==> config.mk <==
export PLATFORM = sky130hd
export DESIGN_NAME = spwf_framer
export DESIGN_NICKNAME = d
export VERILOG_FILES = /design/src/core/spwf_pkg.sv /design/src/core/spwf_framer.sv
export VERILOG_INCLUDE_DIRS = /design/src /design/src/core
export SDC_FILE = /design/constraint.sdc
export NUM_CORES = 2
export LEC_CHECK = 0
export ABC_AREA = 1
export ABC_CLOCK_PERIOD_IN_PS = 30900
export BUFFER_PORTS_ARGS = -buffer_cell sky130_fd_sc_hd__buf_2
export CAP_MARGIN = 15
export CORE_MARGIN = 2
export CORE_UTILIZATION = 60
export CTS_CLUSTER_SIZE = 20
export DETAILED_ROUTE_END_ITERATION = 12
export GPL_TIMING_DRIVEN = 1
export PLACE_DENSITY = 0.86
export SLEW_MARGIN = 25
export SYNTH_ARGS = -nofsm -noshare
export SYNTH_HDL_FRONTEND = slang
export SYNTH_SLANG_ARGS = --single-unit
==> constraint.sdc <==
create_clock -name clk -period 30.9 [get_ports clk]
set_clock_uncertainty 0.1 [all_clocks]
set_input_delay 4.635 -clock clk [delete_from_list [all_inputs] [get_ports clk]]
set_output_delay 4.635 -clock clk [all_outputs]
set_load 0.03 [all_outputs]
==> src/core/spwf_defs.svh <==
`ifndef SPWF_DEFS_SVH
`define SPWF_DEFS_SVH
// How it works
// - Streaming applies to posted writes only
// - Base window picks streaming versus storage
// - Upper address picks stream, low bits segment; the code uses the whole address as the stream id
// - Short message goes as one write
// - Long message splits into 64-byte segments
// - Last word padded, data in low bytes
// - One source per stream keeps order
// - Command is posted write, word length
// - Word count all ones except last segment
// - Byte count is last word bytes minus one
// - Without end: 00 data, 01 abort
// - After abort drop stream until start flag
// - End flag only on final segment
// - Start flag only on first segment
// - Layout select bit zero means streaming
// - Address bits form the stream identifier
// - Middle hops route as plain posted writes
// - Requested channel names channel in set two
// - Eight bit-time header with fixed field layout
// - Payload follows its header immediately
// - Fixed maximum size, smaller one configurable
// - Count aborts, too-long messages, other errors

// Register byte offsets
`define SPWF_OFS_CTRL 8'h00
`define SPWF_OFS_WBASE 8'h04
`define SPWF_OFS_WMASK 8'h08
`define SPWF_OFS_MAXSZ 8'h0c
`define SPWF_OFS_ABCNT 8'h10
`define SPWF_OFS_TLCNT 8'h14
`define SPWF_OFS_ERCNT 8'h18
`define SPWF_OFS_STAT 8'h1c
// Control field positions
`define SPWF_CTRL_COH 0
`define SPWF_CTRL_ISOC 1
`define SPWF_CTRL_PPW 2
`define SPWF_CTRL_CHSET 3
`define SPWF_CTRL_VC_LO 4
`define SPWF_CTRL_UNIT_LO 8
// Reset values
`define SPWF_CTRL_RST 32'h0000_0000
`define SPWF_WBASE_RST 32'h0000_0000
`define SPWF_WMASK_RST 32'hffff_ff00
// Encodings and counts
`define SPWF_CMD_PW 4'hb
`define SPWF_SEG_BYTES 16'h0040
`define SPWF_BC_VALID 2'h0
`define SPWF_BC_ABORT 2'h1
`define SPWF_HDR_LAST 3'h7
`endif

==> src/core/spwf_pkg.sv <==
package spwf_pkg;
  typedef enum logic [1:0] {st_tx_idle, st_tx_hdr, st_tx_data} spwf_tx_st_t;
  typedef enum logic {st_rx_hdr, st_rx_data} spwf_rx_st_t;
endpackage

==> src/core/spwf_framer.sv <==
`include "spwf_defs.svh"
module spwf_framer import spwf_pkg::*; #(
  parameter logic [15:0] MAX_MSG = 16'h1000,
  parameter int NSB = 4
) (
  // Clock and reset
  input wire logic clk,
  input wire logic rst,
  // Register port
  input wire logic [7:0] reg_addr,
  input wire logic [31:0] reg_wdata,
  input wire logic reg_wr,
  input wire logic reg_rd,
  output logic [31:0] reg_rdata,
  // Outgoing messages
  input wire logic tx_start,
  input wire logic tx_abort,
  input wire logic [15:0] tx_len,
  input wire logic [31:0] tx_stream,
  input wire logic [31:0] tx_word,
  output logic tx_word_rd,
  output logic tx_busy,
  // Link transmit bit-times
  output logic lk_tx_vld,
  output logic lk_tx_ctl,
  output logic [7:0] lk_tx_dat,
  // Link receive bit-times
  input wire logic lk_rx_vld,
  input wire logic lk_rx_ctl,
  input wire logic [7:0] lk_rx_dat,
  // Reassembled messages
  output logic rx_vld,
  output logic [31:0] rx_word,
  output logic [31:0] rx_stream,
  output logic rx_first,
  output logic rx_last,
  output logic [1:0] rx_nbytes,
  output logic rx_abort
);
  localparam int NS = 1 << NSB;

  // ****************************************
  // Functions
  // ****************************************
  function automatic logic [3:0] spwf_seg_cnt(input logic [15:0] rem);
    logic [15:0] w;
    w = (rem + 16'h0003) >> 2;
    if (rem >= `SPWF_SEG_BYTES) begin
      return 4'hf;
    end
    return 4'(w - 16'h0001);
  endfunction

  function automatic logic [15:0] spwf_seg_bytes(input logic [3:0] cnt, input logic fin, input logic [1:0] bc);
    logic [15:0] base;
    base = {10'h000, cnt, 2'b00};
    return fin ? base + {14'h0000, bc} + 16'h0001 : base + 16'h0004;
  endfunction

  // ****************************************
  // Registers
  // ****************************************
  logic [31:0] ctrl_ff, wbase_ff, wmask_ff, rdata_ff;
  logic [31:0] nxt_ctrl, nxt_wbase, nxt_wmask, nxt_rdata;
  logic [15:0] maxsz_ff, nxt_maxsz;
  logic [15:0] abcnt_ff, tlcnt_ff, ercnt_ff;
  logic [15:0] nxt_abcnt, nxt_tlcnt, nxt_ercnt;
  spwf_tx_st_t tx_st_ff, nxt_tx_st;
  spwf_rx_st_t rx_st_ff, nxt_rx_st;

  // Write decode and read mux, data one cycle after the strobe
  always_comb begin
    nxt_ctrl = ctrl_ff;
    nxt_wbase = wbase_ff;
    nxt_wmask = wmask_ff;
    nxt_maxsz = maxsz_ff;
    nxt_rdata = 32'h0000_0000;
    if (reg_wr) begin
      unique case (reg_addr)
        `SPWF_OFS_CTRL: nxt_ctrl = reg_wdata;
        `SPWF_OFS_WBASE: nxt_wbase = reg_wdata;
        `SPWF_OFS_WMASK: nxt_wmask = reg_wdata;
        // Clamped so software can only lower the hardware maximum
        `SPWF_OFS_MAXSZ: nxt_maxsz = (reg_wdata > {16'h0000, MAX_MSG}) ? MAX_MSG : reg_wdata[15:0];
        default: ;
      endcase
    end
    if (reg_rd) begin
      unique case (reg_addr)
        `SPWF_OFS_CTRL: nxt_rdata = ctrl_ff;
        `SPWF_OFS_WBASE: nxt_rdata = wbase_ff;
        `SPWF_OFS_WMASK: nxt_rdata = wmask_ff;
        `SPWF_OFS_MAXSZ: nxt_rdata = {16'h0000, maxsz_ff};
        `SPWF_OFS_ABCNT: nxt_rdata = {16'h0000, abcnt_ff};
        `SPWF_OFS_TLCNT: nxt_rdata = {16'h0000, tlcnt_ff};
        `SPWF_OFS_ERCNT: nxt_rdata = {16'h0000, ercnt_ff};
        `SPWF_OFS_STAT: nxt_rdata = {30'h0000_0000, rx_st_ff == st_rx_data, tx_st_ff != st_tx_idle};
        default: nxt_rdata = 32'h0000_0000;
      endcase
    end
  end

  always_ff @(posedge clk or posedge rst) begin
    if (rst) begin
      ctrl_ff <= `SPWF_CTRL_RST;
      wbase_ff <= `SPWF_WBASE_RST;
      wmask_ff <= `SPWF_WMASK_RST;
      maxsz_ff <= MAX_MSG;
      rdata_ff <= 32'h0000_0000;
    end else begin
      ctrl_ff <= nxt_ctrl;
      wbase_ff <= nxt_wbase;
      wmask_ff <= nxt_wmask;
      maxsz_ff <= nxt_maxsz;
      rdata_ff <= nxt_rdata;
    end
  end
  assign reg_rdata = rdata_ff;

  // ****************************************
  // Segmenting transmitter
  // ****************************************
  logic [15:0] rem_ff, nxt_rem;
  logic [31:0] strm_ff, nxt_strm, word_ff, nxt_word;
  logic [2:0] bt_ff, nxt_bt;
  logic [3:0] wcnt_ff, nxt_wcnt;
  logic [1:0] byte_ff, nxt_byte;
  logic first_ff, nxt_first, abort_ff, nxt_abort;
  logic rd_ff, nxt_rd, lvld_ff, nxt_lvld, lctl_ff, nxt_lctl, busy_ff, nxt_busy;
  logic [7:0] ldat_ff, nxt_ldat;
  logic [3:0] cnt_c, vc_c;
  logic last_c, fin_c;
  logic [1:0] bc_c;
  logic [7:0] hb_c, db_c;
  logic [31:0] wsrc_c;

  // Header fields are derived from the bytes still to send
  always_comb begin
    cnt_c = abort_ff ? 4'h0 : spwf_seg_cnt(rem_ff);
    last_c = abort_ff || (rem_ff <= `SPWF_SEG_BYTES);
    fin_c = last_c && !abort_ff;
    bc_c = abort_ff ? `SPWF_BC_ABORT : (fin_c ? 2'(rem_ff - 16'h0001) : `SPWF_BC_VALID);
    vc_c = ctrl_ff[`SPWF_CTRL_CHSET] ? ctrl_ff[`SPWF_CTRL_VC_LO +: 4] : 4'h0;
    unique case (bt_ff)
      3'h0: hb_c = {2'b00, `SPWF_CMD_PW, ctrl_ff[`SPWF_CTRL_ISOC], ctrl_ff[`SPWF_CTRL_COH]};
      3'h1: hb_c = {ctrl_ff[`SPWF_CTRL_PPW], 1'b0, vc_c[3], ctrl_ff[`SPWF_CTRL_UNIT_LO +: 5]};
      3'h2: hb_c = {cnt_c[1:0], 3'b000, vc_c[2:0]};
      3'h3: hb_c = {first_ff, fin_c, 1'b0, 1'b0, bc_c, cnt_c[3:2]};
      3'h4: hb_c = strm_ff[7:0];
      3'h5: hb_c = strm_ff[15:8];
      3'h6: hb_c = strm_ff[23:16];
      3'h7: hb_c = strm_ff[31:24];
    endcase
    // Word arrives the cycle after the fetch pulse, just as byte 0 is due
    wsrc_c = (byte_ff != 2'h0) ? word_ff : (abort_ff ? 32'h0000_0000 : tx_word);
    db_c = wsrc_c[{byte_ff, 3'b000} +: 8];
    if (last_c && wcnt_ff == 4'h0 && byte_ff > bc_c && fin_c) begin
      db_c = 8'h00;
    end
  end

  // Transmit sequencing: header, then its data right behind it
  always_comb begin
    nxt_tx_st = tx_st_ff;
    nxt_rem = rem_ff;
    nxt_strm = strm_ff;
    nxt_word = word_ff;
    nxt_bt = bt_ff;
    nxt_wcnt = wcnt_ff;
    nxt_byte = byte_ff;
    nxt_first = first_ff;
    nxt_abort = abort_ff;
    nxt_rd = 1'b0;
    unique case (tx_st_ff)
      st_tx_idle: begin
        // Zero length requests are ignored unless tx_abort is set; a busy framer ignores starts
        if (tx_start && (tx_len != 16'h0000 || tx_abort)) begin
          nxt_tx_st = st_tx_hdr;
          nxt_rem = tx_len;
          nxt_strm = tx_stream;
          nxt_first = !tx_abort;
          nxt_abort = tx_abort;
          nxt_bt = 3'h0;
        end
      end
      st_tx_hdr: begin
        nxt_bt = bt_ff + 3'h1;
        nxt_rd = (bt_ff == 3'h6) && !abort_ff;
        if (bt_ff == `SPWF_HDR_LAST) begin
          nxt_tx_st = st_tx_data;
          nxt_wcnt = cnt_c;
          nxt_byte = 2'h0;
        end
      end
      st_tx_data: begin
        nxt_byte = byte_ff + 2'h1;
        if (byte_ff == 2'h0) begin
          nxt_word = wsrc_c;
        end
        nxt_rd = (byte_ff == 2'h2) && (wcnt_ff != 4'h0) && !abort_ff;
        if (byte_ff == 2'h3) begin
          nxt_wcnt = wcnt_ff - 4'h1;
          if (wcnt_ff == 4'h0) begin
            nxt_bt = 3'h0;
            nxt_first = 1'b0;
            nxt_rem = rem_ff - `SPWF_SEG_BYTES;
            nxt_tx_st = last_c ? st_tx_idle : st_tx_hdr;
          end
        end
      end
      default: nxt_tx_st = st_tx_idle;
    endcase
    nxt_lvld = (tx_st_ff != st_tx_idle);
    nxt_lctl = (tx_st_ff == st_tx_hdr);
    nxt_busy = (nxt_tx_st != st_tx_idle);
    nxt_ldat = (tx_st_ff == st_tx_hdr) ? hb_c : ((tx_st_ff == st_tx_data) ? db_c : 8'h00);
  end

  always_ff @(posedge clk or posedge rst) begin
    if (rst) begin
      tx_st_ff <= st_tx_idle;
      rem_ff <= 16'h0000;
      strm_ff <= 32'h0000_0000;
      word_ff <= 32'h0000_0000;
      bt_ff <= 3'h0;
      wcnt_ff <= 4'h0;
      byte_ff <= 2'h0;
      first_ff <= 1'b0;
      abort_ff <= 1'b0;
      rd_ff <= 1'b0;
      busy_ff <= 1'b0;
      lvld_ff <= 1'b0;
      lctl_ff <= 1'b0;
      ldat_ff <= 8'h00;
    end else begin
      tx_st_ff <= nxt_tx_st;
      rem_ff <= nxt_rem;
      strm_ff <= nxt_strm;
      word_ff <= nxt_word;
      bt_ff <= nxt_bt;
      wcnt_ff <= nxt_wcnt;
      byte_ff <= nxt_byte;
      first_ff <= nxt_first;
      abort_ff <= nxt_abort;
      rd_ff <= nxt_rd;
      busy_ff <= nxt_busy;
      lvld_ff <= nxt_lvld;
      lctl_ff <= nxt_lctl;
      ldat_ff <= nxt_ldat;
    end
  end
  assign tx_word_rd = rd_ff;
  assign tx_busy = busy_ff;
  assign lk_tx_vld = lvld_ff;
  assign lk_tx_ctl = lctl_ff;
  assign lk_tx_dat = ldat_ff;

  // ****************************************
  // Reassembling receiver
  // ****************************************
  logic [2:0] rbt_ff, nxt_rbt;
  logic [5:0] rcmd_ff, nxt_rcmd;
  logic [3:0] rcnt_ff, nxt_rcnt, rwl_ff, nxt_rwl;
  logic rsom_ff, nxt_rsom, reom_ff, nxt_reom, rfmt_ff, nxt_rfmt;
  logic [1:0] rbc_ff, nxt_rbc, rbyte_ff, nxt_rbyte;
  logic [23:0] raddr_ff, nxt_raddr, racc_ff, nxt_racc;
  logic keep_ff, nxt_keep, rfirst_ff, nxt_rfirst;
  logic [NS-1:0] disc_ff, nxt_disc;
  logic [15:0] len_ff [NS];
  logic [15:0] nxt_len [NS];
  logic ovld_ff, nxt_ovld, ofst_ff, nxt_ofst, olst_ff, nxt_olst, oab_ff, nxt_oab;
  logic [31:0] oword_ff, nxt_oword, ostrm_ff, nxt_ostrm;
  logic [1:0] onb_ff, nxt_onb;
  logic [31:0] strm_c;
  logic [NSB-1:0] idx_c;
  logic [15:0] newlen_c;
  logic is_str_c, drop_c, ab_ev, tl_ev, er_ev;

  // Header decode at the eighth bit-time, data assembled into words
  always_comb begin
    nxt_rx_st = rx_st_ff;
    nxt_rbt = rbt_ff;
    nxt_rcmd = rcmd_ff;
    nxt_rcnt = rcnt_ff;
    nxt_rwl = rwl_ff;
    nxt_rsom = rsom_ff;
    nxt_reom = reom_ff;
    nxt_rfmt = rfmt_ff;
    nxt_rbc = rbc_ff;
    nxt_rbyte = rbyte_ff;
    nxt_raddr = raddr_ff;
    nxt_racc = racc_ff;
    nxt_keep = keep_ff;
    nxt_rfirst = rfirst_ff;
    nxt_disc = disc_ff;
    nxt_len = len_ff;
    nxt_ostrm = ostrm_ff;
    nxt_oword = oword_ff;
    nxt_ofst = ofst_ff;
    nxt_olst = olst_ff;
    nxt_onb = onb_ff;
    nxt_ovld = 1'b0;
    nxt_oab = 1'b0;
    strm_c = {lk_rx_dat, raddr_ff};
    idx_c = strm_c[NSB-1:0];
    is_str_c = (rcmd_ff[5:2] == `SPWF_CMD_PW) && (((strm_c ^ wbase_ff) & wmask_ff) == 32'h0000_0000)
      && !rfmt_ff;
    drop_c = disc_ff[idx_c] && !rsom_ff;
    newlen_c = (rsom_ff ? 16'h0000 : len_ff[idx_c]) + spwf_seg_bytes(rcnt_ff, reom_ff, rbc_ff);
    ab_ev = 1'b0;
    tl_ev = 1'b0;
    er_ev = 1'b0;
    if (lk_rx_vld && lk_rx_ctl) begin
      nxt_rbt = rbt_ff + 3'h1;
      nxt_rx_st = st_rx_hdr;
      unique case (rbt_ff)
        3'h0: nxt_rcmd = lk_rx_dat[5:0];
        3'h2: nxt_rcnt[1:0] = lk_rx_dat[7:6];
        3'h3: {nxt_rsom, nxt_reom, nxt_rfmt, nxt_rbc, nxt_rcnt[3:2]} =
          {lk_rx_dat[7:6], lk_rx_dat[4:0]};
        3'h4: nxt_raddr[7:0] = lk_rx_dat;
        3'h5: nxt_raddr[15:8] = lk_rx_dat;
        3'h6: nxt_raddr[23:16] = lk_rx_dat;
        3'h7: begin
          nxt_rx_st = st_rx_data;
          nxt_rwl = rcnt_ff;
          nxt_rbyte = 2'h0;
          nxt_keep = 1'b0;
          nxt_ostrm = strm_c;
          nxt_rfirst = rsom_ff;
          if (is_str_c) begin
            if (rsom_ff) begin
              nxt_disc[idx_c] = 1'b0;
            end
            if (!drop_c) begin
              if (!reom_ff && rbc_ff == `SPWF_BC_ABORT) begin
                ab_ev = 1'b1;
              end else if ((!reom_ff && rbc_ff[1]) || (!reom_ff && rcnt_ff != 4'hf)) begin
                er_ev = 1'b1;
              end else if (newlen_c > maxsz_ff) begin
                tl_ev = 1'b1;
              end else begin
                nxt_keep = 1'b1;
                nxt_len[idx_c] = newlen_c;
              end
              if (ab_ev || er_ev || tl_ev) begin
                nxt_disc[idx_c] = 1'b1;
              end
              nxt_oab = ab_ev;
            end
          end
        end
        default: ;
      endcase
    end else if (lk_rx_vld) begin
      nxt_rbt = 3'h0;
      if (rx_st_ff == st_rx_data) begin
        nxt_rbyte = rbyte_ff + 2'h1;
        if (rbyte_ff != 2'h3) begin
          nxt_racc[{rbyte_ff, 3'b000} +: 8] = lk_rx_dat;
        end else begin
          // Whole words only; the last word carries its valid byte count minus one
          nxt_ovld = keep_ff;
          nxt_oword = {lk_rx_dat, racc_ff};
          nxt_ofst = rfirst_ff;
          nxt_rfirst = 1'b0;
          nxt_olst = reom_ff && (rwl_ff == 4'h0);
          nxt_onb = nxt_olst ? rbc_ff : 2'h3;
          nxt_rwl = rwl_ff - 4'h1;
          if (rwl_ff == 4'h0) begin
            nxt_rx_st = st_rx_hdr;
          end
        end
      end
    end
    // Counter clear by a write; a same-cycle event wins and the clear is lost
    nxt_abcnt = (reg_wr && reg_addr == `SPWF_OFS_ABCNT) ? 16'h0000 : abcnt_ff;
    nxt_tlcnt = (reg_wr && reg_addr == `SPWF_OFS_TLCNT) ? 16'h0000 : tlcnt_ff;
    nxt_ercnt = (reg_wr && reg_addr == `SPWF_OFS_ERCNT) ? 16'h0000 : ercnt_ff;
    if (ab_ev) nxt_abcnt = abcnt_ff + 16'h0001;
    if (tl_ev) nxt_tlcnt = tlcnt_ff + 16'h0001;
    if (er_ev) nxt_ercnt = ercnt_ff + 16'h0001;
  end

  always_ff @(posedge clk or posedge rst) begin
    if (rst) begin
      rx_st_ff <= st_rx_hdr;
      rbt_ff <= 3'h0;
      rcmd_ff <= 6'h00;
      rcnt_ff <= 4'h0;
      rwl_ff <= 4'h0;
      {rsom_ff, reom_ff, rfmt_ff, rbc_ff, rbyte_ff} <= 7'h00;
      raddr_ff <= 24'h000000;
      racc_ff <= 24'h000000;
      keep_ff <= 1'b0;
      rfirst_ff <= 1'b0;
      disc_ff <= '0;
      len_ff <= '{default: 16'h0000};
      {ovld_ff, ofst_ff, olst_ff, oab_ff, onb_ff} <= 6'h00;
      oword_ff <= 32'h0000_0000;
      ostrm_ff <= 32'h0000_0000;
      abcnt_ff <= 16'h0000;
      tlcnt_ff <= 16'h0000;
      ercnt_ff <= 16'h0000;
    end else begin
      rx_st_ff <= nxt_rx_st;
      rbt_ff <= nxt_rbt;
      rcmd_ff <= nxt_rcmd;
      rcnt_ff <= nxt_rcnt;
      rwl_ff <= nxt_rwl;
      {rsom_ff, reom_ff, rfmt_ff, rbc_ff, rbyte_ff} <= {nxt_rsom, nxt_reom, nxt_rfmt, nxt_rbc, nxt_rbyte};
      raddr_ff <= nxt_raddr;
      racc_ff <= nxt_racc;
      keep_ff <= nxt_keep;
      rfirst_ff <= nxt_rfirst;
      disc_ff <= nxt_disc;
      len_ff <= nxt_len;
      {ovld_ff, ofst_ff, olst_ff, oab_ff, onb_ff} <= {nxt_ovld, nxt_ofst, nxt_olst, nxt_oab, nxt_onb};
      oword_ff <= nxt_oword;
      ostrm_ff <= nxt_ostrm;
      abcnt_ff <= nxt_abcnt;
      tlcnt_ff <= nxt_tlcnt;
      ercnt_ff <= nxt_ercnt;
    end
  end
  assign {rx_vld, rx_first, rx_last, rx_abort, rx_nbytes} = {ovld_ff, ofst_ff, olst_ff, oab_ff, onb_ff};
  assign rx_word = oword_ff;
  assign rx_stream = ostrm_ff;
endmodule

# After elaboration in Yosys (flattened, before gate mapping)
# Cells that the tools add are included.
# W data, S select, Z words.
[totals]
regBits = 714
input_bits = 136
word_cells = 341
[classes]
n_addsub = 18
order_cmp = 9
eq_ne = 34
shifts = 3
mux = 127
bitwise = 12
reduce_logical = 75
[op_table]
columns = ["operator", "count"]
rows = [
  ["$mux W16", 20],
  ["$bwmux W256", 1],
  ["$pmux W32 S8", 1],
  ["$mux W32", 3],
  ["$bmux W16 S4", 1],
  ["$demux W16 S4", 1],
  ["$pmux W8 S8", 1],
  ["$mux W1", 57],
  ["$add A16 B1 Y16 const B", 3],
  ["$mux W4", 11],
  ["$and A32 B32 Y32", 1],
  ["$eq A8 B5 Y1 const B", 4],
  ["$gt A32 B13 Y1 const B", 1],
  ["$logic_not A32 Y1", 1],
  ["$mux W8", 4],
  ["$pmux W16 S2", 1],
  ["$shiftx A32 B6 Y8", 1],
  ["$xor A32 B32 Y32", 1],
  ["$reduce_and A2 Y1", 14],
  ["$bwmux W24", 1],
  ["$eq A3 B3 Y1 const B", 8],
  ["$mux W2", 12],
  ["$shift A8 B7 Y24 const A", 1],
  ["$shiftx A8 B7 Y24", 1],
  ["56 further kinds", 128],
]

# Longest topological paths before layout
[depth]
depth_word = 19
mapped_depth = 35

# Worst setup path after synthesis
# OpenSTA, ideal clock, no wires.
[synth_timing]
path_kind = "input to register"
start = "input port lk_rx_dat[7]"
end = "register len_ff[16] (netlist bit)"
arrival_ns = 6.308
slack_ns = 24.360
path_stages = 16
path_cell_list = "clkbuf_1 -> inv_1 -> nand2_1 -> nand3_1 -> nand2_1 -> nor2_1 -> nand2_1 -> nor2_1 -> nand3_2 -> nor2_2 -> buf_6 -> buf_12 -> nand3_4 -> buf_6 -> nand2_1 -> o21ai_1"
[synth_via]
elab_chain_len = 6
[synth_rtl]
columns = ["element", "line", "source"]
rows = [
  ["start: declaration", "spwf_framer.sv:30", "input wire logic [7:0] lk_rx_dat,"],
  ["$xor A32 B32 Y32", "spwf_framer.sv:306", "is_str_c = (rcmd_ff[5:2] == `SPWF_CMD_PW) && (((strm_c ^ wbase_ff) & wmask_ff) == 32'h0000_0000)"],
  ["$and A32 B32 Y32", "spwf_framer.sv:306", ""],
  ["$logic_not A32 Y1", "spwf_framer.sv:306", ""],
  ["$logic_and A1 B1 Y1 (2 in a row)", "spwf_framer.sv:306", ""],
  ["$reduce_and A7 Y1 (no source line)", "-", ""],
  ["end signal: assignment", "spwf_framer.sv:417", "len_ff <= nxt_len;"],
  ["end: declaration", "spwf_framer.sv:269", "logic [15:0] len_ff [NS];"],
]
# No other way between the ends.
# A chain may end at the register's enable or synchronous reset.

# Final worst setup path
[layout_timing]
start = "register raddr_ff[0]"
end = "register len_ff[255] (netlist bit)"
[layout_via]
elab_chain_len = 9
elab_cells_between_ends = 24
[layout_rtl]
columns = ["element", "line", "source"]
rows = [
  ["start: declaration", "spwf_framer.sv:266", "logic [23:0] raddr_ff, nxt_raddr, racc_ff, nxt_racc;"],
  ["start signal: assignment", "spwf_framer.sv:412", "raddr_ff <= nxt_raddr;"],
  ["$not A4 Y5 (not written as such)", "spwf_framer.sv:309", "newlen_c = (rsom_ff ? 16'h0000 : len_ff[idx_c]) + spwf_seg_bytes(rcnt_ff, reom_ff, rbc_ff);"],
  ["$bmux W16 S4", "spwf_framer.sv:309", ""],
  ["$mux W16 (not written as such) (2 in a row)", "spwf_framer.sv:309", ""],
  ["$mux W16", "spwf_framer.sv:309", ""],
  ["$add A16 B8 Y16", "spwf_framer.sv:309", ""],
  ["net newlen_c[12]", "spwf_framer.sv:276", "logic [15:0] newlen_c;"],
  ["$gt A16 B16 Y1", "spwf_framer.sv:340", "end else if (newlen_c > maxsz_ff) begin"],
  ["$not A1 Y1 (no source line)", "-", ""],
  ["$reduce_and A7 Y1 (no source line)", "-", ""],
]
# The timed path passes the listed nets, and every way through them passes these cells. The select of a mux whose other input is x is not followed.

==> metrics.yaml <==
dr.pass1.iters: 6
drt_iter0_markers: 3715
busiest_layer: "met2"
placedCellCount: 5070
outcome: "finished, final reports clean"
grt_pass1_wl_um: 161000
postCtsSetupRepairBufs: 0
max-vdd-ir-drop_mv: 0.0844
path_class: "flip-flop to flip-flop"
crit_path_end_kind: "flip-flop"
synth.cell_area_um2: 34700
port_buffers: 249
min_period_over_period: 0.254
slowest_delay_ps: 720
grt_max_degree: 187
synth_edf_count: 0
cp-start-kind: "flip-flop"
grt_util_met2: 0.531
cts.sinks: 712
power_density_nw_per_um2: 74.5
slew_headroom: 0.293
setup_viol: 0
grt.met3_usage: 0.0662
gp_congestion: 0.977
cts_buffer_depth: 3
dieArea_um2: 59800
crit_required_ps: 31360
track_usage: 0.341
die_w_um: 245
crit_path_top_delay_cell: "inv_2"
ys_top_cells_by_area: "dfrtp_1, nand2_1, o21ai_0"
start_util: 0.604
yosysTopAreaCellShare: 0.495
area_growth_pct: 11.8
cts_buffers: 73
cap_violations: 0
grt_pass1_vias: 29800
drv_slew: 0
clockRootBuffer: "clkbuf_16"
hpwl_um: 68000
fp-row-count: 88
insertion_delay_ps: 640
num-nets-final: 4582
yosysUniqueCellTypes: 59
synth_flop_cell: "dfrtp_1"
leakage_nw: 19.4
grt_setup_unrepaired: "no"
min_period_ps: 7840
layoutNonFillerInstCount: 5202
async_reset_ff_frac: 1.00
avgViaCountPerCell: 6.02
fillers: 4435
die_y_um: 245
avgSynthCellArea_um2: 8.20
netlist.top_cell.by_area: "dfrtp_1"
core-area_um2: 57500
grt_use_met1: 0.458
final_cell_mix: "nand2_1, dfrtp_1, o21ai_0"
drt_wl_total_um: 102000
fmax_mhz: 128
grt_overflow: 0
io_pins: 250
syn_nets: 4434
ant_nets: 0
critPathMaxFanout: 41
hold_class: "flip-flop to flip-flop"
cts_tree: "built"
holdBufCountCts: 0
wl_per_cell_um: 19.6
num_vias: 31300
path_clk_slew_ps: 60
cts_max_level: 3
antenna_found_initial: 1
cts_resized: 0
tightestPinTransition_ps: 1060
syn_inst: 4233
yosysWarnings: 0
final_common_cell: "nand2_1"
hold_viol: 0
fin_setup_tns_ps: 0
cp.arrival_ps: 8300
synth-seq-area-share: 0.514
ys_ff_latch: 712
drc: 0
drive_above_1_share: 0.111
## state kept, by name, indices dropped and copies added (netlist names), 24 cells and up
register   cells
raddr_ff      24
rx_word       32
word_ff       32
rx_stream     32
wbase_ff      32
wmask_ff      32
strm_ff       32
racc_ff       24
ctrl_ff       32
len_ff       256
reg_rdata     32
## synthesized netlist by cell type, types with 25 or more instances
cell / number
inv_1: 374
nand2_1: 1445
nand3_1: 179
o21ai_0: 465
a22oi_1: 68
o22ai_1: 49
a21oi_1: 103
a221oi_1: 26
o31ai_1: 35
buf_6: 30
dfrtp_1: 687
ha_1: 64
o21ai_1: 88
nand4_1: 52
dfstp_2: 25
nor3_1: 33
xor2_1: 48
clkbuf_1: 135
nor2_1: 148
## metrics by stage
stage / power (W) / cell area [um2] / worst slack, ps / hold slack, ps / util
final: 0.00289 / 38800 / 23060 / 370 / 0.675
after global placement: 0.00188 / 36100 / 22790 / 353 / 0.628
after global routing: 0.00301 / 38800 / 22700 / 394 / 0.675
after floorplan: 0.00167 / 34700 / 6240 / 342 / -
after CTS: 0.00288 / 38800 / 23290 / 376 / 0.674
after detailed placement: 0.00191 / 36100 / 22710 / 361 / 0.628
## report_power, final
group	internal, W	switching, W	total, W	leakage, nW
sequential	0.00107	0.0000927	0.00117	9.23
clock	0.000593	0.000382	0.000975	1.30
combinational	0.000181	0.000569	0.000750	8.84
total	0.00185	0.00104	0.00289	19.4
## worst max-delay path: cells and delay by family (launching register included)
kind            cells  cell delay, ps
fa+ha+maj           2             680
simple gates       20            4340
compound gates      3             510
flops               1             420
buf+inv             4            1650
## cell type report
cell class	instances	area (um2)	area share
Antenna cell	1	2.50	0.0000645
Clock buffer	104	2180	0.0560
Clock inverter	26	488	0.0126
Inverter	385	1460	0.0375
Multi-Input combinational cell	2931	14400	0.370
Sequential cell	712	17800	0.460
Tap cell	765	957	0.0247
Timing Repair Buffer	278	1520	0.0390
## path summary, 6_finish.rpt
| check | from | endpoint | slack [ps] | cells past startpoint |
|---|---|---|---|---|
| max in group asynchronous | rst | wmask_ff[15] | 24540 | 5 |
| hold reg to reg | rx_last | rx_last | 370 | 2 |
| hold / removal | rx_last | rx_last | 370 | 2 |
| setup reg to reg | raddr_ff[0] | len_ff[255] | 23060 | 29 |
| min in group asynchronous | rst | word_ff[2] | 4060 | 2 |
| setup / recovery | raddr_ff[0] | len_ff[255] | 23060 | 29 |
## cell families (layout without fill, tap and decap cells)
group	Yosys count	after routing	share of synthesized area
other	0	1	0
DFF	712	712	0.514
adders and majority gates	65	65	0.0236
and+or+nand+nor	1922	1922	0.230
AOI/OAI and AO/OA	884	884	0.144
muxes	1	1	0.000288
buffers and inverters	590	793	0.0729
xor gates and xnor gates	59	59	0.0151
## routing by layer
| layer | up-vias | share of wire |
|---|---|---|
| met3 | 379 | 0.099 |
| met4 | 2 | 0.055 |
| met1 | 15000 | 0.39 |
| met2 | 1807 | 0.46 |
| met5 | - | 0.00019 |
| li1 | 14100 | - |
No activity file was read; power rests on OpenSTA's default activity.
